`config.mk`:
```
export PLATFORM = sky130hd
export DESIGN_NAME = axs_alu_top
export DESIGN_NICKNAME = d
export VERILOG_FILES = /design/src/pkg/axs_pkg.sv /design/src/rtl/axs_byte_mem.sv /design/src/rtl/axs_alu_top.sv
export SDC_FILE = /design/constraint.sdc
export NUM_CORES = 1
export LEC_CHECK = 0
export BUFFER_PORTS_ARGS = -buffer_cell sky130_fd_sc_hd__buf_4
export CAP_MARGIN = 40
export CORE_AREA = 2 2 385 387
export CTS_CLUSTER_DIAMETER = 100
export CTS_CLUSTER_SIZE = 30
export DETAILED_ROUTE_END_ITERATION = 12
export DIE_AREA = 0 0 387 389
export GPL_ROUTABILITY_DRIVEN = 1
export HOLD_SLACK_MARGIN = 0.12
export SLEW_MARGIN = 20
export SYNTH_ARGS = -nofsm -noshare
export SYNTH_HDL_FRONTEND = slang
export SYNTH_SLANG_ARGS = --single-unit
```
`constraint.sdc`:
```
create_clock -name clk_i -period 9.6 [get_ports clk_i]
set_input_delay 1.92 -clock clk_i [delete_from_list [all_inputs] [get_ports clk_i]]
set_output_delay 1.92 -clock clk_i [all_outputs]
set_load 0.02 [all_outputs]
```
`src/pkg/axs_pkg.sv`:
```
// How it works
// - Register-minus-accumulator subtract, two's complement, 8-bit difference to destination.
// - Destination bit 0 writes accumulator; 1 writes back the addressed register, except for literal XOR.
// - Register XOR with accumulator at 7-bit address; only zero flag changes.
// - Nibble exchange swaps register halves; no flag changes.
// - Exchange with destination set rewrites register; clear sends result to accumulator only.
// - Literal XOR with accumulator always lands in accumulator; only zero flag changes.
// - Subtract minuend is the register, subtrahend the accumulator, never reversed.
package axs_pkg;

    // ------------------------------------------------------------
    // Bus map
    // ------------------------------------------------------------
    localparam int ADR_W = 10;
    localparam logic [ADR_W-1:0] OFS_ACC = 10'h000;
    localparam logic [ADR_W-1:0] OFS_STATUS = 10'h004;
    localparam logic [ADR_W-1:0] OFS_CMD = 10'h008;
    localparam logic [ADR_W-1:0] OFS_RESULT = 10'h00c;
    localparam int MEM_SEL_BIT = 9;
    localparam int MEM_IDX_LO = 2;
    localparam int REG_AW = 7;
    localparam int REG_DEPTH = 128;

    // ------------------------------------------------------------
    // Fields and reset values
    // ------------------------------------------------------------
    localparam int STAT_C_BIT = 0;
    localparam int STAT_DC_BIT = 1;
    localparam int STAT_Z_BIT = 2;
    localparam int CMD_W = 18;
    localparam logic [7:0] ACC_RST = 8'h00;

    typedef enum logic [1:0] {
        sub_acc_from_reg_op,
        xor_acc_reg_op,
        nibble_exchange_op,
        xor_acc_literal_op
    } axs_op_e;

    // Command word as written to OFS_CMD, op in the low bits
    typedef struct packed {
        logic [7:0] literal;
        logic [REG_AW-1:0] addr;
        logic dest;
        axs_op_e op;
    } axs_cmd_s;

    typedef struct packed {
        logic zero_flag;
        logic digit_carry_flag;
        logic carry_flag;
    } axs_flags_s;

    typedef struct packed {
        logic [7:0] res;
        axs_flags_s flg;
    } axs_alu_s;

endpackage : axs_pkg

```
`src/rtl/axs_byte_mem.sv`:
```
`timescale 1ns/1ns
module axs_byte_mem #(
    parameter int AW = 7,
    parameter int DEPTH = 128
) (
    input wire logic clk_i,
    input wire logic [AW-1:0] addr_i,
    input wire logic we_i,
    input wire logic [7:0] wdata_i,
    output logic [7:0] rdata_o
);

    logic [7:0] mem_r [DEPTH];

    generate
        if (DEPTH != (1 << AW))
        begin : g_chk
            $error("axs_byte_mem: DEPTH must equal 2**AW");
        end
    endgenerate

    // Read-first: a write shows its new value one access later
    always_ff @(posedge clk_i)
    begin
        if (we_i)
        begin
            mem_r[addr_i] <= wdata_i;
        end
        rdata_o <= mem_r[addr_i];
    end

endmodule : axs_byte_mem

```
`src/rtl/axs_alu_top.sv`:
```
`timescale 1ns/1ns
module axs_alu_top #(
    parameter int DEPTH = axs_pkg::REG_DEPTH
) (
    input wire logic clk_i,
    input wire logic rst_i,
    input wire logic wb_cyc_i,
    input wire logic wb_stb_i,
    input wire logic wb_we_i,
    input wire logic [axs_pkg::ADR_W-1:0] wb_adr_i,
    input wire logic [3:0] wb_sel_i,
    input wire logic [31:0] wb_dat_i,
    output logic [31:0] wb_dat_o,
    output logic wb_ack_o
);

    typedef enum logic [1:0] {st_idle, st_memrd, st_fetch} axs_state_e;

    // ------------------------------------------------------------
    // Datapath function
    // ------------------------------------------------------------
    function automatic axs_pkg::axs_alu_s alu(input axs_pkg::axs_cmd_s cmd, input logic [7:0] f,
                                              input logic [7:0] w, input axs_pkg::axs_flags_s fl);
        axs_pkg::axs_alu_s o;
        logic [8:0] d;
        logic [4:0] dn;
        o.flg = fl;
        d = {1'b0, f} + {1'b0, ~w} + 9'h001;
        dn = {1'b0, f[3:0]} + {1'b0, ~w[3:0]} + 5'h01;
        case (cmd.op)
            axs_pkg::sub_acc_from_reg_op:
            begin
                o.res = d[7:0];
                o.flg.carry_flag = d[8];
                o.flg.digit_carry_flag = dn[4];
                o.flg.zero_flag = (d[7:0] == 8'h00);
            end
            axs_pkg::xor_acc_reg_op:
            begin
                o.res = w ^ f;
                o.flg.zero_flag = (o.res == 8'h00);
            end
            axs_pkg::nibble_exchange_op:
            begin
                o.res = {f[3:0], f[7:4]};
            end
            default:
            begin
                o.res = w ^ cmd.literal;
                o.flg.zero_flag = (o.res == 8'h00);
            end
        endcase
        return o;
    endfunction : alu

    function automatic logic is_mem(input logic [axs_pkg::ADR_W-1:0] a);
        return a[axs_pkg::MEM_SEL_BIT];
    endfunction : is_mem

    // ------------------------------------------------------------
    // State
    // ------------------------------------------------------------
    axs_state_e state_r, state_nxt;
    logic [7:0] acc_r, acc_nxt;
    logic [7:0] result_r, result_nxt;
    axs_pkg::axs_flags_s flags_r, flags_nxt;
    axs_pkg::axs_cmd_s cmd_r, cmd_nxt;
    logic [31:0] dat_r, dat_nxt;
    logic ack_r, ack_nxt;
    logic [axs_pkg::REG_AW-1:0] mem_addr;
    logic mem_we;
    logic [7:0] mem_wdata;
    logic [7:0] mem_rd;
    axs_pkg::axs_alu_s alu_out;
    logic req;
    logic [7:0] lit;

    generate
        if (DEPTH != axs_pkg::REG_DEPTH)
        begin : g_chk
            $error("axs_alu_top: DEPTH must match the 7-bit register address");
        end
    endgenerate

    axs_byte_mem #(
        .AW(axs_pkg::REG_AW),
        .DEPTH(DEPTH)
    ) u_mem (
        .clk_i(clk_i),
        .addr_i(mem_addr),
        .we_i(mem_we),
        .wdata_i(mem_wdata),
        .rdata_o(mem_rd)
    );

    assign req = wb_cyc_i && wb_stb_i && !ack_r;
    assign alu_out = alu(cmd_r, mem_rd, acc_r, flags_r);
    assign lit = cmd_r.literal;

    // ------------------------------------------------------------
    // Bus slave and execution sequencer
    // ------------------------------------------------------------
    always_comb
    begin
        state_nxt = state_r;
        acc_nxt = acc_r;
        result_nxt = result_r;
        flags_nxt = flags_r;
        cmd_nxt = cmd_r;
        dat_nxt = dat_r;
        ack_nxt = 1'b0;
        mem_addr = cmd_r.addr;
        mem_we = 1'b0;
        mem_wdata = wb_dat_i[7:0];
        case (state_r)
            st_idle:
            begin
                if (req && is_mem(wb_adr_i))
                begin
                    mem_addr = wb_adr_i[axs_pkg::MEM_IDX_LO +: axs_pkg::REG_AW];
                    if (wb_we_i)
                    begin
                        mem_we = wb_sel_i[0];
                        ack_nxt = 1'b1;
                    end
                    else
                    begin
                        state_nxt = st_memrd;
                    end
                end
                else if (req)
                begin
                    ack_nxt = 1'b1;
                    dat_nxt = 32'h0000_0000;
                    if (wb_adr_i == axs_pkg::OFS_ACC)
                    begin
                        dat_nxt[7:0] = acc_r;
                        if (wb_we_i && wb_sel_i[0])
                        begin
                            acc_nxt = wb_dat_i[7:0];
                        end
                    end
                    else if (wb_adr_i == axs_pkg::OFS_STATUS)
                    begin
                        dat_nxt[axs_pkg::STAT_C_BIT] = flags_r.carry_flag;
                        dat_nxt[axs_pkg::STAT_DC_BIT] = flags_r.digit_carry_flag;
                        dat_nxt[axs_pkg::STAT_Z_BIT] = flags_r.zero_flag;
                        if (wb_we_i && wb_sel_i[0])
                        begin
                            flags_nxt.carry_flag = wb_dat_i[axs_pkg::STAT_C_BIT];
                            flags_nxt.digit_carry_flag = wb_dat_i[axs_pkg::STAT_DC_BIT];
                            flags_nxt.zero_flag = wb_dat_i[axs_pkg::STAT_Z_BIT];
                        end
                    end
                    else if (wb_adr_i == axs_pkg::OFS_CMD)
                    begin
                        dat_nxt[axs_pkg::CMD_W-1:0] = cmd_r;
                        // Partial command writes are dropped: a torn command could hit the wrong register
                        if (wb_we_i && (wb_sel_i[2:0] == 3'h7))
                        begin
                            cmd_nxt = axs_pkg::axs_cmd_s'(wb_dat_i[axs_pkg::CMD_W-1:0]);
                            mem_addr = cmd_nxt.addr;
                            ack_nxt = 1'b0;
                            state_nxt = st_fetch;
                        end
                    end
                    else if (wb_adr_i == axs_pkg::OFS_RESULT)
                    begin
                        dat_nxt[7:0] = result_r;
                    end
                end
            end
            st_memrd:
            begin
                mem_addr = wb_adr_i[axs_pkg::MEM_IDX_LO +: axs_pkg::REG_AW];
                dat_nxt = {24'h00_0000, mem_rd};
                ack_nxt = 1'b1;
                state_nxt = st_idle;
            end
            default:
            begin
                // Operand is valid now; write back and answer the command write
                result_nxt = alu_out.res;
                flags_nxt = alu_out.flg;
                if (cmd_r.dest && (cmd_r.op != axs_pkg::xor_acc_literal_op))
                begin
                    mem_we = 1'b1;
                    mem_wdata = alu_out.res;
                end
                else
                begin
                    acc_nxt = alu_out.res;
                end
                ack_nxt = 1'b1;
                state_nxt = st_idle;
            end
        endcase
    end

    always_ff @(posedge clk_i)
    begin
        if (rst_i)
        begin
            state_r <= st_idle;
            acc_r <= axs_pkg::ACC_RST;
            result_r <= axs_pkg::ACC_RST;
            flags_r <= '0;
            cmd_r <= '0;
            dat_r <= 32'h0000_0000;
            ack_r <= 1'b0;
        end
        else
        begin
            state_r <= state_nxt;
            acc_r <= acc_nxt;
            result_r <= result_nxt;
            flags_r <= flags_nxt;
            cmd_r <= cmd_nxt;
            dat_r <= dat_nxt;
            ack_r <= ack_nxt;
        end
    end

    assign wb_dat_o = dat_r;
    assign wb_ack_o = ack_r;

    // ------------------------------------------------------------
    // Checks
    // ------------------------------------------------------------
    a_sub_diff: assert property (@(posedge clk_i) disable iff (rst_i)
        (state_r == st_fetch && cmd_r.op == axs_pkg::sub_acc_from_reg_op && !cmd_r.dest)
        |=> acc_r == 8'($past(mem_rd) - $past(acc_r)))
        else $error("subtract result wrong");

    a_sub_order: assert property (@(posedge clk_i) disable iff (rst_i)
        (state_r == st_fetch && cmd_r.op == axs_pkg::sub_acc_from_reg_op && !cmd_r.dest
         && 8'(mem_rd - acc_r) != 8'(acc_r - mem_rd))
        |=> acc_r != 8'($past(acc_r) - $past(mem_rd)))
        else $error("subtract operands reversed");

    a_dest_reg: assert property (@(posedge clk_i) disable iff (rst_i)
        (state_r == st_fetch && cmd_r.dest && cmd_r.op != axs_pkg::xor_acc_literal_op)
        |-> mem_we ##1 (acc_r == $past(acc_r)) && ack_r)
        else $error("register destination disturbed accumulator");

    a_sub_flags: assert property (@(posedge clk_i) disable iff (rst_i)
        (state_r == st_fetch && cmd_r.op == axs_pkg::sub_acc_from_reg_op)
        |=> flags_r.carry_flag == ($past(acc_r) <= $past(mem_rd))
            && flags_r.digit_carry_flag == ($past(acc_r[3:0]) <= $past(mem_rd[3:0])))
        else $error("subtract carry flags wrong");

    a_xor_reg: assert property (@(posedge clk_i) disable iff (rst_i)
        (state_r == st_fetch && cmd_r.op == axs_pkg::xor_acc_reg_op)
        |=> result_r == ($past(acc_r) ^ $past(mem_rd)) && flags_r.carry_flag == $past(flags_r.carry_flag)
            && flags_r.digit_carry_flag == $past(flags_r.digit_carry_flag)
            && flags_r.zero_flag == (result_r == 8'h00))
        else $error("register xor wrong");

    a_swap_flags: assert property (@(posedge clk_i) disable iff (rst_i)
        (state_r == st_fetch && cmd_r.op == axs_pkg::nibble_exchange_op)
        |=> flags_r == $past(flags_r) && result_r == {$past(mem_rd[3:0]), $past(mem_rd[7:4])})
        else $error("nibble exchange wrong");

    a_swap_dest: assert property (@(posedge clk_i) disable iff (rst_i)
        (state_r == st_fetch && cmd_r.op == axs_pkg::nibble_exchange_op)
        |-> (mem_we == cmd_r.dest) && (!cmd_r.dest || mem_wdata == {mem_rd[3:0], mem_rd[7:4]}))
        else $error("nibble exchange destination wrong");

    a_xor_lit: assert property (@(posedge clk_i) disable iff (rst_i)
        (state_r == st_fetch && cmd_r.op == axs_pkg::xor_acc_literal_op)
        |-> !mem_we ##1 acc_r == ($past(acc_r) ^ $past(lit)) && flags_r.carry_flag == $past(flags_r.carry_flag))
        else $error("literal xor wrong");

    a_ack_pulse: assert property (@(posedge clk_i) disable iff (rst_i)
        ack_r |=> !ack_r)
        else $error("ack held two cycles");

endmodule : axs_alu_top

```
==> reports/metrics.yaml <==
status:
  status: "finished clean"
drt:
  ant_nets: 0
  first_pass_iters: 8
  first_iter_violations: 3305
  drc_errors: 0
  wl_mm: 120
  vias_per_cell: 5.31
  avgRoutedWirePerCell_um: 24.0
  num_vias: 26500
final_layout:
  multi_input_area_um2: 10800
  nets: 3100
  fillers: 14100
  seq_area_um2: 32100
  drive_gt1_share_pct: 11.0
  syn2layout_area_growth_pct: 10.6
  final_core_util_pct: 33.0
setup_path:
  critPathCaptureType: "flip-flop"
  crit_fanout: 48
  startpoint: "wb_adr_i[6]"
  cp_top_family: "simple AND/OR/NAND/NOR gates"
  worstReg2RegStart: "state_r[0]"
  crit_path_end: "u_mem.mem_r[125][3]"
  crit_path_start_kind: "input port"
  r2r_end: "u_mem.mem_r[125][3]"
  cp_data_required_time_ns: 9.88
  path_depth: 10
  regToRegSetupSlack_ns: 4.46
  cp_cell_sequence: "buf_4, nor4_4, nand4b_2, mux2_2, a21o_4, buf_4, nor3_2, buf_4, nand2_2, nor2_1"
  crit_top_cell: "buf_4"
  reg2reg_depth: 8
  crit_slowest_cell: "nor2_1"
  cp_num_buf_inv: 3
  cp_slowest_stage_delay_ns: 0.87
  critical_path_arrival_ns: 6.57
  worstSetupPathType: "input port to flip-flop"
global_routing:
  grt_usage_pct: 15.4
  grt_antenna_before_repair: 3
  grt_pass1_vias: 24800
  grt_max_degree: 101
  overflow: 0
  grt_pass1_wl_mm: 175
synthesis:
  synthArstFlopShare_pct: 0
  ys_warn_count: 0
  yosysSeqAreaShare_pct: 73.4
  synth_top_area_cell: "edfxtp_1"
  synth_commonest_cells: "edfxtp_1 (1024), nand2_1 (375), a21oi_1 (245)"
  synthFlopType: "edfxtp_1"
  synth_area_um2: 43700
  yosysTopAreaCellShare_pct: 70.4
  synth_edf_count: 1024
  yosysUniqueCellTypes: 79
  yosysMostFrequentCell: "edfxtp_1"
  syn_inst: 2985
  yosys-top-cells-area: "edfxtp_1 (70%), mux2i_1 (3.4%), nand2_1 (3.2%)"
  avgSynthCellArea_um2: 14.6
  ys_ff_latch: 1090
timing:
  max_slew_margin_pct: 36.9
  min_period_ns: 6.29
  timing.final.crit_share_pct: 65.5
  finalHoldViolCount: 0
  fin_ws_ns: 3.31
  max_slew.worst_pin.slew_ns: 0.944
  clock_skew_ns: 0.0412
  fmax_mhz: 159
  maxSlewViolCount: 0
  fin_setup_tns_ns: 0
  rsz0062_at_grt: "false"
  setup_viol: 0
clock_network:
  htreeDepth: 2
  root_buffer: "clkbuf_16"
  clock_path_buffers: 3
  clock_insertion_delay_worst_skew_ns: 0.66
  path_clk_slew_ns: 0.11
  hold_buffers: 0
  cts_tree: "yes"
  cts_buffers: 44
  post_cts_buffers: 0
  cts_sinks: 1090
  cts_resized: 0
floorplan:
  die_area_um2: 151000
  io_pins: 84
  core_area_um2: 147000
  start_util_pct: 29.8
  fp.dieW_um: 387
  die_h_um: 389
  std_cell_rows: 141
placement:
  gp_congestion: 0.909
  pre_cts_ws_ns: 2.63
  io_buffer_count: 54
  dp_hpwl_mm: 74.2
power_and_ir_drop:
  ir_drop_mv: 0.108
  leakage_nw: 14.8
  power_density_nw_per_um2: 167
flow_run:
  drv_cap: 0
min_path:
  holdCritPathClass: "flip-flop to flip-flop"
## logic make-up (layout without fill, tap and decap cells)
kind of cell / count (synthesis) / count (layout) / synth area share, %
simple gates: 729 / 729 / 7.18
compound gates: 721 / 721 / 11.4
buf+inv: 216 / 279 / 2.38
other cells: 1 / 15 / 0.00858
xor+xnor: 18 / 18 / 0.361
flops: 1090 / 1090 / 73.4
mux: 201 / 201 / 4.97
fa+ha+maj: 9 / 9 / 0.275
## worst min-delay path by stage
stage,from,to,slack [ns],cells after the start
floorplan,flags_r[1],flags_r[1],0.43,2
global placement,flags_r[0],flags_r[0],0.44,2
detailed placement,flags_r[0],flags_r[0],0.45,2
CTS,flags_r[0],flags_r[0],0.46,2
global route,flags_r[0],flags_r[0],0.47,2
finish,flags_r[0],flags_r[0],0.46,2
## area by class of cell
type	instances	share of cell area, %
multi-input combinational	1692	22.3
sequential	1090	66.4
clock buffer	55	2.41
timing repair buffer	198	3.47
inverter	14	0.109
antenna	1	0.00518
tap	1930	5.00
clock inverter	12	0.287
## sequential cells by signal, indices dropped and copies added, names as in the netlist
name / flops
acc_r: 8
wb_ack_o: 1
wb_dat_o: 18
flags_r: 3
lit: 8
u_mem.rdata_o: 8
cmd_r: 10
u_mem.mem_r: 1024
result_r: 8
state_r: 2
## tightest hold or removal path: cells and delay by family, from the launching register on
kind | cells | cell delay, ns
flops | 1 | 0.32
compound gates | 1 | 0.05
simple gates | 1 | 0.05
## cell usage in the layout, fill, tap and decap left out, types with 49 or more instances in the layout
cell / count
a22oi_1: 65
a221oi_1: 73
a31oi_1: 49
buf_4: 169
nand2_1: 372
edfxtp_1: 1024
dfxtp_1: 66
nor2_1: 231
a21oi_1: 241
o2bb2ai_1: 57
mux2i_1: 147
## where the power goes
group          internal (mW)  total, mW  leakage (nW)  switching (mW)
Clock                  0.919       2.35         0.640            1.43
Sequential              5.19       5.21          9.73          0.0151
Combinational          0.149      0.514          4.42           0.365
Total                   6.26       8.07          14.8            1.81
## routing by layer
metal  track usage (%)  wire length [µm]  vias up
met5                 0                 0        -
met4              4.44              3820        0
met3              2.46             10600      180
met2              24.5             55100     1287
met1              21.6             50400    13400
li1                  -                 -    11600
## through the flow
| step | hold WS [ns] | instances | total power, mW | instance area, µm² |
|---|---|---|---|---|
| floorplan | 0.429 | 2998 | 5.61 | 43700 |
| global placement | 0.444 | 4848 | 5.80 | 46300 |
| detailed placement | 0.447 | 4882 | 5.82 | 46600 |
| finish | 0.459 | 4992 | 8.07 | 48300 |
| CTS | 0.458 | 4949 | 8.11 | 47900 |
| global route | 0.474 | 4991 | 8.30 | 48300 |
No activity file was read; power rests on OpenSTA's default activity.
